--- src/nvm_access_pkg.sv ---
`default_nettype none
package nvm_access_pkg;
  localparam int unsigned CLK_MHZ = 125;
  localparam int unsigned OSC_KHZ = 8000;

  // I/O-space addresses (dedicated I/O instructions)
  localparam logic [7:0] ADDR_GP_STORE_0 = 8'h1E;
  localparam logic [7:0] ADDR_NVM_CTRL   = 8'h1F;
  localparam logic [7:0] ADDR_NVM_DATA   = 8'h20;
  localparam logic [7:0] ADDR_NVM_ADDR_L = 8'h21;
  localparam logic [7:0] ADDR_NVM_ADDR_H = 8'h22;
  localparam logic [7:0] ADDR_GP_STORE_1 = 8'h2A;
  localparam logic [7:0] ADDR_GP_STORE_2 = 8'h2B;
  localparam logic [7:0] IO_SPACE_LAST   = 8'h3F;
  localparam logic [7:0] BIT_SPACE_LAST  = 8'h1F;
  localparam logic [7:0] DATA_IO_OFFSET  = 8'h20;
  localparam logic [7:0] EXT_IO_FIRST    = 8'h60;

  // Control register fields
  localparam int unsigned CTRL_READ_STROBE   = 0;
  localparam int unsigned CTRL_PROG_ENABLE   = 1;
  localparam int unsigned CTRL_MASTER_ENABLE = 2;
  localparam int unsigned CTRL_READY_IRQ_EN  = 3;
  localparam int unsigned CTRL_MODE_LSB      = 4;

  localparam logic [1:0] MODE_ERASE_WRITE = 2'h0;
  localparam logic [1:0] MODE_ERASE_ONLY  = 2'h1;
  localparam logic [1:0] MODE_WRITE_ONLY  = 2'h2;
  localparam logic [1:0] MODE_RESERVED    = 2'h3;

  localparam logic [7:0] GP_STORE_RESET = 8'h00;

  // Programming times in microseconds, counted on the calibrated oscillator
  localparam int unsigned T_ERASE_WRITE_US = 3400;
  localparam int unsigned T_SINGLE_US      = 1800;
  localparam int unsigned OSC_ERASE_WRITE  = T_ERASE_WRITE_US * OSC_KHZ / 1000;
  localparam int unsigned OSC_SINGLE       = T_SINGLE_US * OSC_KHZ / 1000;

  localparam logic [2:0] MASTER_WINDOW = 3'h4;
  localparam logic [2:0] STALL_PROG    = 3'h2;
  localparam logic [2:0] STALL_READ    = 3'h4;
endpackage
`default_nettype wire

--- src/nvm_prog_timer.sv ---
`default_nettype none
module nvm_prog_timer (
  input  wire logic        clock,
  input  wire logic        osc_tick,
  input  wire logic        start,
  input  wire logic [15:0] ticks,
  output logic             busy
);
  import nvm_access_pkg::*;

  // Power-up values only: a system reset must not touch a programming run under way
  logic [15:0] count_reg = 16'h0000;
  logic        busy_reg  = 1'b0;

  always_ff @(posedge clock) begin
    if (start) begin
      count_reg <= ticks;
    end else if (busy_reg && osc_tick) begin
      count_reg <= count_reg - 16'h0001;
    end
  end

  always_ff @(posedge clock) begin
    if (start) begin
      busy_reg <= 1'b1;
    end else if (busy_reg && osc_tick && count_reg <= 16'h0001) begin
      busy_reg <= 1'b0;
    end
  end

  assign busy = busy_reg;
endmodule
`default_nettype wire

--- src/nvm_access_ctrl.sv ---
// Overview of operation
// - Address is high bit plus low byte
// - Unused address and control bits read zero
// - Data register sources writes, receives reads
// - Mode selects erase-write, erase, or write
// - Mode writes ignored while programming
// - Reset clears mode unless programming busy
// - Ready interrupt level while idle and enabled
// - Master enable self-clears after four cycles
// - Program enable without master does nothing
// - Program enable held until time elapses
// - Program start stalls CPU two cycles
// - Read strobe loads data immediately
// - Read stalls CPU four cycles
// - Busy refuses reads and address writes
// - Programming survives reset to completion
// - I/O and data-space address mapping
// - Bit instructions change only named bit
// - Extended I/O only through data space
// - Three general storage registers reset zero
// - Programming timed by calibrated oscillator
// - Unerased write-only leaves value lost
`default_nettype none
module nvm_access_ctrl (
  input  wire logic       clock,
  input  wire logic       nrst,
  input  wire logic       osc_tick,
  input  wire logic       io_space,
  input  wire logic [7:0] bus_addr,
  input  wire logic       bus_wr,
  input  wire logic       bus_rd,
  input  wire logic       bit_op,
  input  wire logic [2:0] bit_sel,
  input  wire logic       bit_val,
  input  wire logic [7:0] bus_wdata,
  input  wire logic       global_irq_en,
  input  wire logic [7:0] array_rdata,
  output logic      [7:0] bus_rdata,
  output logic            cpu_stall,
  output logic            ready_irq,
  output logic      [8:0] array_addr,
  output logic      [7:0] array_wdata,
  output logic            array_start,
  output logic      [1:0] array_mode,
  output logic            array_rd
);
  import nvm_access_pkg::*;

  typedef enum logic [1:0] {
    IDLE = 2'b01,
    PROG = 2'b10
  } prog_state_e;

  ////////////////////////////////////////////////////////////////////////////
  // Address decode

  function automatic logic [7:0] io_index(input logic sp, input logic [7:0] a);
    io_index = sp ? a : a - DATA_IO_OFFSET;
  endfunction

  function automatic logic [7:0] merge_byte(input logic [7:0] old, input logic bop,
                                            input logic [2:0] sel, input logic val,
                                            input logic [7:0] wd);
    logic [7:0] r;
    r = old;
    if (bop) begin
      r[sel] = val;
    end else begin
      r = wd;
    end
    merge_byte = r;
  endfunction

  logic       in_range;
  logic [7:0] idx;
  logic       bit_ok;
  // Dedicated I/O instructions reach only 0x00-0x3F; extended space needs data access
  assign in_range = io_space ? (bus_addr <= IO_SPACE_LAST)
                             : (bus_addr >= DATA_IO_OFFSET && bus_addr < EXT_IO_FIRST);
  assign idx    = io_index(io_space, bus_addr);
  assign bit_ok = !bit_op || (io_space && bus_addr <= BIT_SPACE_LAST);

  logic wr_en;
  // Nothing is taken while reset is low, so no access can start a program under reset
  assign wr_en = nrst && bus_wr && in_range && bit_ok;

  logic wr_ctrl;
  logic wr_data;
  logic wr_al;
  logic wr_ah;
  logic wr_g0;
  logic wr_g1;
  logic wr_g2;
  assign wr_ctrl = wr_en && idx == ADDR_NVM_CTRL;
  assign wr_data = wr_en && idx == ADDR_NVM_DATA;
  assign wr_al   = wr_en && idx == ADDR_NVM_ADDR_L;
  assign wr_ah   = wr_en && idx == ADDR_NVM_ADDR_H;
  assign wr_g0   = wr_en && idx == ADDR_GP_STORE_0;
  assign wr_g1   = wr_en && idx == ADDR_GP_STORE_1;
  assign wr_g2   = wr_en && idx == ADDR_GP_STORE_2;

  ////////////////////////////////////////////////////////////////////////////
  // Registers

  logic [1:0] mode_reg;
  logic       irq_en_reg;
  logic       master_reg;
  logic [2:0] master_cnt_reg;
  logic [8:0] nvm_addr;
  logic [7:0] nvm_data_reg;
  logic [7:0] gp_store_0;
  logic [7:0] gp_store_1;
  logic [7:0] gp_store_2;
  logic [2:0] stall_cnt_reg;
  logic       busy;
  prog_state_e state_reg;

  logic [7:0] ctrl_view;
  assign ctrl_view = {2'b00, mode_reg, irq_en_reg, master_reg, busy, 1'b0};

  logic [7:0] ctrl_new;
  assign ctrl_new = merge_byte(ctrl_view, bit_op, bit_sel, bit_val, bus_wdata);

  // Both strobes are refused while the timer runs
  logic pe_req;
  logic prog_go;
  logic rd_go;
  assign pe_req  = wr_ctrl && ctrl_new[CTRL_PROG_ENABLE] && !busy;
  // Reserved mode starts nothing and program enable stays clear
  assign prog_go = pe_req && master_reg && mode_reg != MODE_RESERVED;
  assign rd_go   = wr_ctrl && ctrl_new[CTRL_READ_STROBE] && !busy;

  logic [15:0] prog_ticks;
  assign prog_ticks = (mode_reg == MODE_ERASE_WRITE) ? 16'(OSC_ERASE_WRITE)
                                                     : 16'(OSC_SINGLE);

  nvm_prog_timer u_timer (
    .clock    (clock),
    .osc_tick (osc_tick),
    .start    (prog_go),
    .ticks    (prog_ticks),
    .busy     (busy)
  );

  // Mode survives reset while the array is still busy
  always_ff @(posedge clock) begin
    if (!nrst && !busy) begin
      mode_reg <= MODE_ERASE_WRITE;
    end else if (nrst && wr_ctrl && !busy) begin
      mode_reg <= ctrl_new[CTRL_MODE_LSB +: 2];
    end
  end

  always_ff @(posedge clock) begin
    if (!nrst) begin
      irq_en_reg <= 1'b0;
    end else if (wr_ctrl) begin
      irq_en_reg <= ctrl_new[CTRL_READY_IRQ_EN];
    end
  end

  always_ff @(posedge clock) begin
    if (!nrst) begin
      master_reg     <= 1'b0;
      master_cnt_reg <= 3'h0;
    end else if (wr_ctrl && ctrl_new[CTRL_MASTER_ENABLE] && !master_reg) begin
      master_reg     <= 1'b1;
      master_cnt_reg <= MASTER_WINDOW;
    end else if (master_reg) begin
      master_cnt_reg <= master_cnt_reg - 3'h1;
      if (master_cnt_reg == 3'h1 || prog_go) begin
        master_reg <= 1'b0;
      end
    end
  end

  logic [7:0] addr_lo_new;
  logic [7:0] addr_hi_new;
  logic [8:0] nvm_addr_next;
  assign addr_lo_new = merge_byte(nvm_addr[7:0], bit_op, bit_sel, bit_val, bus_wdata);
  assign addr_hi_new = merge_byte({7'h00, nvm_addr[8]}, bit_op, bit_sel, bit_val, bus_wdata);

  always_comb begin
    nvm_addr_next = nvm_addr;
    if (!busy) begin
      if (wr_al) begin
        nvm_addr_next[7:0] = addr_lo_new;
      end
      if (wr_ah) begin
        nvm_addr_next[8] = addr_hi_new[0];
      end
    end
  end

  // Address has no reset value; software must set it before use
  always_ff @(posedge clock) begin
    nvm_addr <= nvm_addr_next;
  end

  always_ff @(posedge clock) begin
    if (rd_go) begin
      nvm_data_reg <= array_rdata;
    end else if (wr_data) begin
      nvm_data_reg <= merge_byte(nvm_data_reg, bit_op, bit_sel, bit_val, bus_wdata);
    end
  end

  always_ff @(posedge clock) begin
    if (!nrst) begin
      gp_store_0 <= GP_STORE_RESET;
    end else if (wr_g0) begin
      gp_store_0 <= merge_byte(gp_store_0, bit_op, bit_sel, bit_val, bus_wdata);
    end
  end

  always_ff @(posedge clock) begin
    if (!nrst) begin
      gp_store_1 <= GP_STORE_RESET;
    end else if (wr_g1) begin
      gp_store_1 <= merge_byte(gp_store_1, bit_op, bit_sel, bit_val, bus_wdata);
    end
  end

  always_ff @(posedge clock) begin
    if (!nrst) begin
      gp_store_2 <= GP_STORE_RESET;
    end else if (wr_g2) begin
      gp_store_2 <= merge_byte(gp_store_2, bit_op, bit_sel, bit_val, bus_wdata);
    end
  end

  // Follows the timer, so a reset during programming leaves it in PROG
  always_ff @(posedge clock) begin
    if (!nrst && !busy) begin
      state_reg <= IDLE;
    end else begin
      unique case (state_reg)
        IDLE: begin
          if (prog_go) begin
            state_reg <= PROG;
          end
        end
        PROG: begin
          if (!busy) begin
            state_reg <= IDLE;
          end
        end
      endcase
    end
  end

  ////////////////////////////////////////////////////////////////////////////
  // CPU stall

  // A write that sets both strobe and enable stalls for the read
  always_ff @(posedge clock) begin
    if (!nrst) begin
      stall_cnt_reg <= 3'h0;
      cpu_stall     <= 1'b0;
    end else if (rd_go) begin
      stall_cnt_reg <= STALL_READ - 3'h1;
      cpu_stall     <= 1'b1;
    end else if (prog_go) begin
      stall_cnt_reg <= STALL_PROG - 3'h1;
      cpu_stall     <= 1'b1;
    end else if (stall_cnt_reg != 3'h0) begin
      stall_cnt_reg <= stall_cnt_reg - 3'h1;
    end else begin
      cpu_stall <= 1'b0;
    end
  end

  ////////////////////////////////////////////////////////////////////////////
  // Array side and read data

  always_ff @(posedge clock) begin
    if (!nrst) begin
      array_start <= 1'b0;
      array_rd    <= 1'b0;
    end else begin
      array_start <= prog_go;
      array_rd    <= rd_go;
    end
  end

  // Write-only over unerased cells is passed to the array as is; its result is undefined
  always_ff @(posedge clock) begin
    if (!nrst) begin
      array_mode <= MODE_ERASE_WRITE;
    end else if (prog_go) begin
      array_mode <= mode_reg;
    end
  end

  // Runs in step with the address register, so a strobe straight after an address write sees the new byte
  always_ff @(posedge clock) begin
    if (!nrst) begin
      array_addr  <= 9'h000;
      array_wdata <= 8'h00;
    end else begin
      array_addr  <= nvm_addr_next;
      array_wdata <= nvm_data_reg;
    end
  end

  // Level request; held low in the start cycle because busy shows only one edge later
  always_ff @(posedge clock) begin
    if (!nrst) begin
      ready_irq <= 1'b0;
    end else begin
      ready_irq <= irq_en_reg && global_irq_en && state_reg == IDLE && !busy && !prog_go;
    end
  end

  logic [7:0] rd_mux;
  always_comb begin
    rd_mux = 8'h00;
    if (bus_rd && in_range) begin
      unique case (idx)
        ADDR_GP_STORE_0: rd_mux = gp_store_0;
        ADDR_NVM_CTRL:   rd_mux = ctrl_view;
        ADDR_NVM_DATA:   rd_mux = nvm_data_reg;
        ADDR_NVM_ADDR_L: rd_mux = nvm_addr[7:0];
        ADDR_NVM_ADDR_H: rd_mux = {7'h00, nvm_addr[8]};
        ADDR_GP_STORE_1: rd_mux = gp_store_1;
        ADDR_GP_STORE_2: rd_mux = gp_store_2;
        default:         rd_mux = 8'h00;
      endcase
    end
  end

  always_ff @(posedge clock) begin
    if (!nrst) begin
      bus_rdata <= 8'h00;
    end else begin
      bus_rdata <= rd_mux;
    end
  end
endmodule
`default_nettype wire

--- config.mk ---
export PLATFORM = sky130hd
export DESIGN_NAME = nvm_access_ctrl
export DESIGN_NICKNAME = d
export VERILOG_FILES = /design/src/nvm_access_pkg.sv /design/src/nvm_prog_timer.sv /design/src/nvm_access_ctrl.sv
export SDC_FILE = /design/constraint.sdc
export NUM_CORES = 1
export LEC_CHECK = 0
export ABC_AREA = 1
export BUFFER_PORTS_ARGS = -buffer_cell sky130_fd_sc_hd__clkbuf_2
export CAP_MARGIN = 20
export CORE_MARGIN = 2
export CORE_UTILIZATION = 50
export CTS_BUF_LIST = sky130_fd_sc_hd__clkbuf_8
export CTS_CLUSTER_SIZE = 8
export DETAILED_ROUTE_END_ITERATION = 10
export PLACE_DENSITY = 0.71
export SLEW_MARGIN = 20
export SYNTH_ARGS = -nofsm -noshare
export SYNTH_HDL_FRONTEND = slang
export SYNTH_HIERARCHICAL = 1
export SYNTH_SLANG_ARGS = --single-unit
--- constraint.sdc ---
create_clock -name clock -period 6.7 [get_ports clock]
set_input_delay 1.34 -clock clock [delete_from_list [all_inputs] [get_ports clock]]
set_output_delay 1.34 -clock clock [all_outputs]
set_load 0.05 [all_outputs]
==> results.toml <==
[run_status]
status = "finished clean"

[job]
max-cap-violations = 0

[yosys]
ys_seq_elements = 101
synth_warnings = 6
postSynthAreaPerCell_um2 = 7.052
ys_seq_area_frac = 0.4400
syn_inst = 729
yosysUniqueCellTypes = 33
synth_area_um2 = 5141

[critical_path]
cp_cell_sequence = "clkbuf_2 -> nand2_1 -> a21oi_1 -> nand3_4 -> nor2_4 -> nand2_1 -> inv_2 -> inv_1 -> nand2_1"
cp-end-kind = "flip-flop"
slowest_stage = "nand2_1"
startpoint_type = "input port"
slowest_delay_ps = 620
worst_ep_required_time_ps = 6710
critPathMaxFanout = 40
r2r_slack_ps = 4100
arrival_ps = 4370
worst-setup-path-type = "in -> reg"
crit_top_cell = "nand2_1"

[placement]
place_congestion = 0.9414
port_buffers = 66
pre_cts_ws_ps = 1953
dp.cells = 925
dp_hpwl_um = 9838

[drt]
first_iter_violations = 447
drc_errors = 0
firstDrtPassIters = 5
vias_per_cell = 5.154
drtAntennaViolNets = 0
routed-via-count = 4850
totalWireLength_um = 13030
avgRoutedWirePerCell_um = 13.85

[clock_network]
cts_buffer_depth = 2
post_cts_buffers = 0
cts_max_level = 3
cts_hold_buf = 0
clkTransAtPathRegs_ps = 90
clock-root-buffer = "clkbuf_8"
numCtsBuffers = 9
cts_resized = 0
tritoncts = "done"
clk-insertion-delay-late_ps = 370
cts_sinks = 101

[sta]
setup_tns_ps = 0
maxSlewHeadroom = 0.4593
period_share = 0.6511
setup_viol = 0
rsz0062_at_grt = "no"
period_needed_ps = 4362
worstMarginPinSlew_ps = 811.0
hold_viol = 0
maxSlewViolCount = 0
max_freq_mhz = 229.2
finalClockSkew_ps = 15.23
setup_ws_ps = 2338

[layout]
syn_to_final_growth_pct = 12.29
fin_cells = 941
layout_commonest_cell = "nand2_1"
nFillCells = 981
largest_register_ffs = 16
diodes = 0
drive_gt1_frac = 0.1553
nets = 844
mostFrequentLayoutCells = "nand2_1, nor2_1, inv_1"

[grt]
grt-ovfl-total = 0
antenna_found_initial = 0
grt_pass1_wl_um = 21790
grt_max_degree = 41
grt_pass1_vias = 4527
grtUsageTotal = 0.2472

[floorplanning]
fp-row-count = 37
die_w_um = 105.4
boundaryPins = 67
die-area_um2 = 11110
initial_core_util = 0.5071
die_h_um = 105.4
core_area_um2 = 10140

[power_and_ir_drop]
leakage_nw = 2.735
p_per_area_nw_per_um2 = 198.9
max-vdd-ir-drop_mv = 0.1318
p_total_mw = 1.148

[hold_path]
hold_class = "reg -> reg"
==> kinds of logic after synthesis <==
| group | Yosys count | synth area share |
|---|---|---|
| xor gates and xnor gates | 3 | 0.005112 |
| DFF | 101 | 0.4400 |
| adders and majority gates | 8 | 0.01947 |
| buffers and inverters | 110 | 0.08761 |
| and+or+nand+nor | 412 | 0.3522 |
| other | 2 | 0.001461 |
| AOI/OAI and AO/OA | 93 | 0.09418 |
==> worst paths after layout <==
path                         from                    end  depth (start not counted)
setup / recovery             nrst  u_timer/count_reg[11]                          9
hold / removal    nvm_data_reg[6]         array_wdata[6]                          2
hold reg to reg   nvm_data_reg[6]         array_wdata[6]                          2
setup reg to reg       master_reg  u_timer/count_reg[11]                          6
==> metal layers <==
metal	GRT usage	wire length, um
met4	0.1086	353
met1	0.3480	6202
met2	0.3779	5630
met3	0.03525	847
met5	0	0
==> synth_stat cells <==
| library cell | number | area, um^2 |
|---|---|---|
| nor3_1 | 8 | 40.04 |
| a31oi_1 | 4 | 25.02 |
| buf_4 | 2 | 15.01 |
| nand4_1 | 5 | 31.28 |
| nand3_4 | 1 | 17.52 |
| o21ai_2 | 1 | 8.760 |
| o22ai_1 | 6 | 37.54 |
| or2_2 | 2 | 12.51 |
| conb_1 | 2 | 7.510 |
| nand3_1 | 73 | 365.4 |
| a22oi_1 | 1 | 7.510 |
| inv_2 | 13 | 48.80 |
| clkbuf_1 | 5 | 18.77 |
| edfxtp_1 | 24 | 720.7 |
| clkinv_1 | 1 | 3.750 |
| o21ai_1 | 13 | 65.06 |
| xor2_1 | 3 | 26.28 |
| nand2_1 | 202 | 758.2 |
| inv_1 | 79 | 296.5 |
| nand3b_1 | 1 | 7.510 |
| nand3_2 | 1 | 10.01 |
| nand2_2 | 8 | 50.05 |
| buf_6 | 3 | 33.78 |
| a21oi_1 | 43 | 215.2 |
| buf_1 | 1 | 3.750 |
| o21ai_0 | 25 | 125.1 |
| buf_2 | 6 | 30.03 |
| ha_1 | 8 | 100.1 |
| nor3_2 | 5 | 50.05 |
| dfxtp_1 | 77 | 1541 |
| nor2_2 | 7 | 43.79 |
| nor2_4 | 7 | 78.83 |
| nor2_1 | 92 | 345.3 |
==> power breakdown <==
group	switching, mW	leakage (nW)	internal [mW]
clock	0.205	0.109	0.179
combinational	0.0860	1.75	0.0415
sequential	0.00549	0.877	0.631
==> stage by stage <==
stage	hold slack, ps	utilization	instance area, um^2
after floorplan	427.4	-	5182
after global routing	487.7	0.5694	5773
after global placement	446.5	0.5505	5582
after detailed placement	449.7	0.5505	5582
after CTS	468.6	0.5694	5773
final	462.1	0.5694	5773
==> area by class of cell <==
type	instances	area [um^2]	share of cell area
multi-input cells	529	2470	0.4278
repair buffers	66	330.3	0.05722
well taps	136	170.2	0.02948
clock inverters	6	53.80	0.009319
flip-flops and latches	101	2262	0.3919
clock buffers	10	137.6	0.02384
inverters	93	349.1	0.06047
==> critical path, delay by kind of cell <==
kind,cells,cell delay [ps]
buffers and inverters,3,1200
AOI/OAI and AO/OA,1,250
and+or+nand+nor,5,1560
Note: power is estimated with default switching activity, not from simulation.
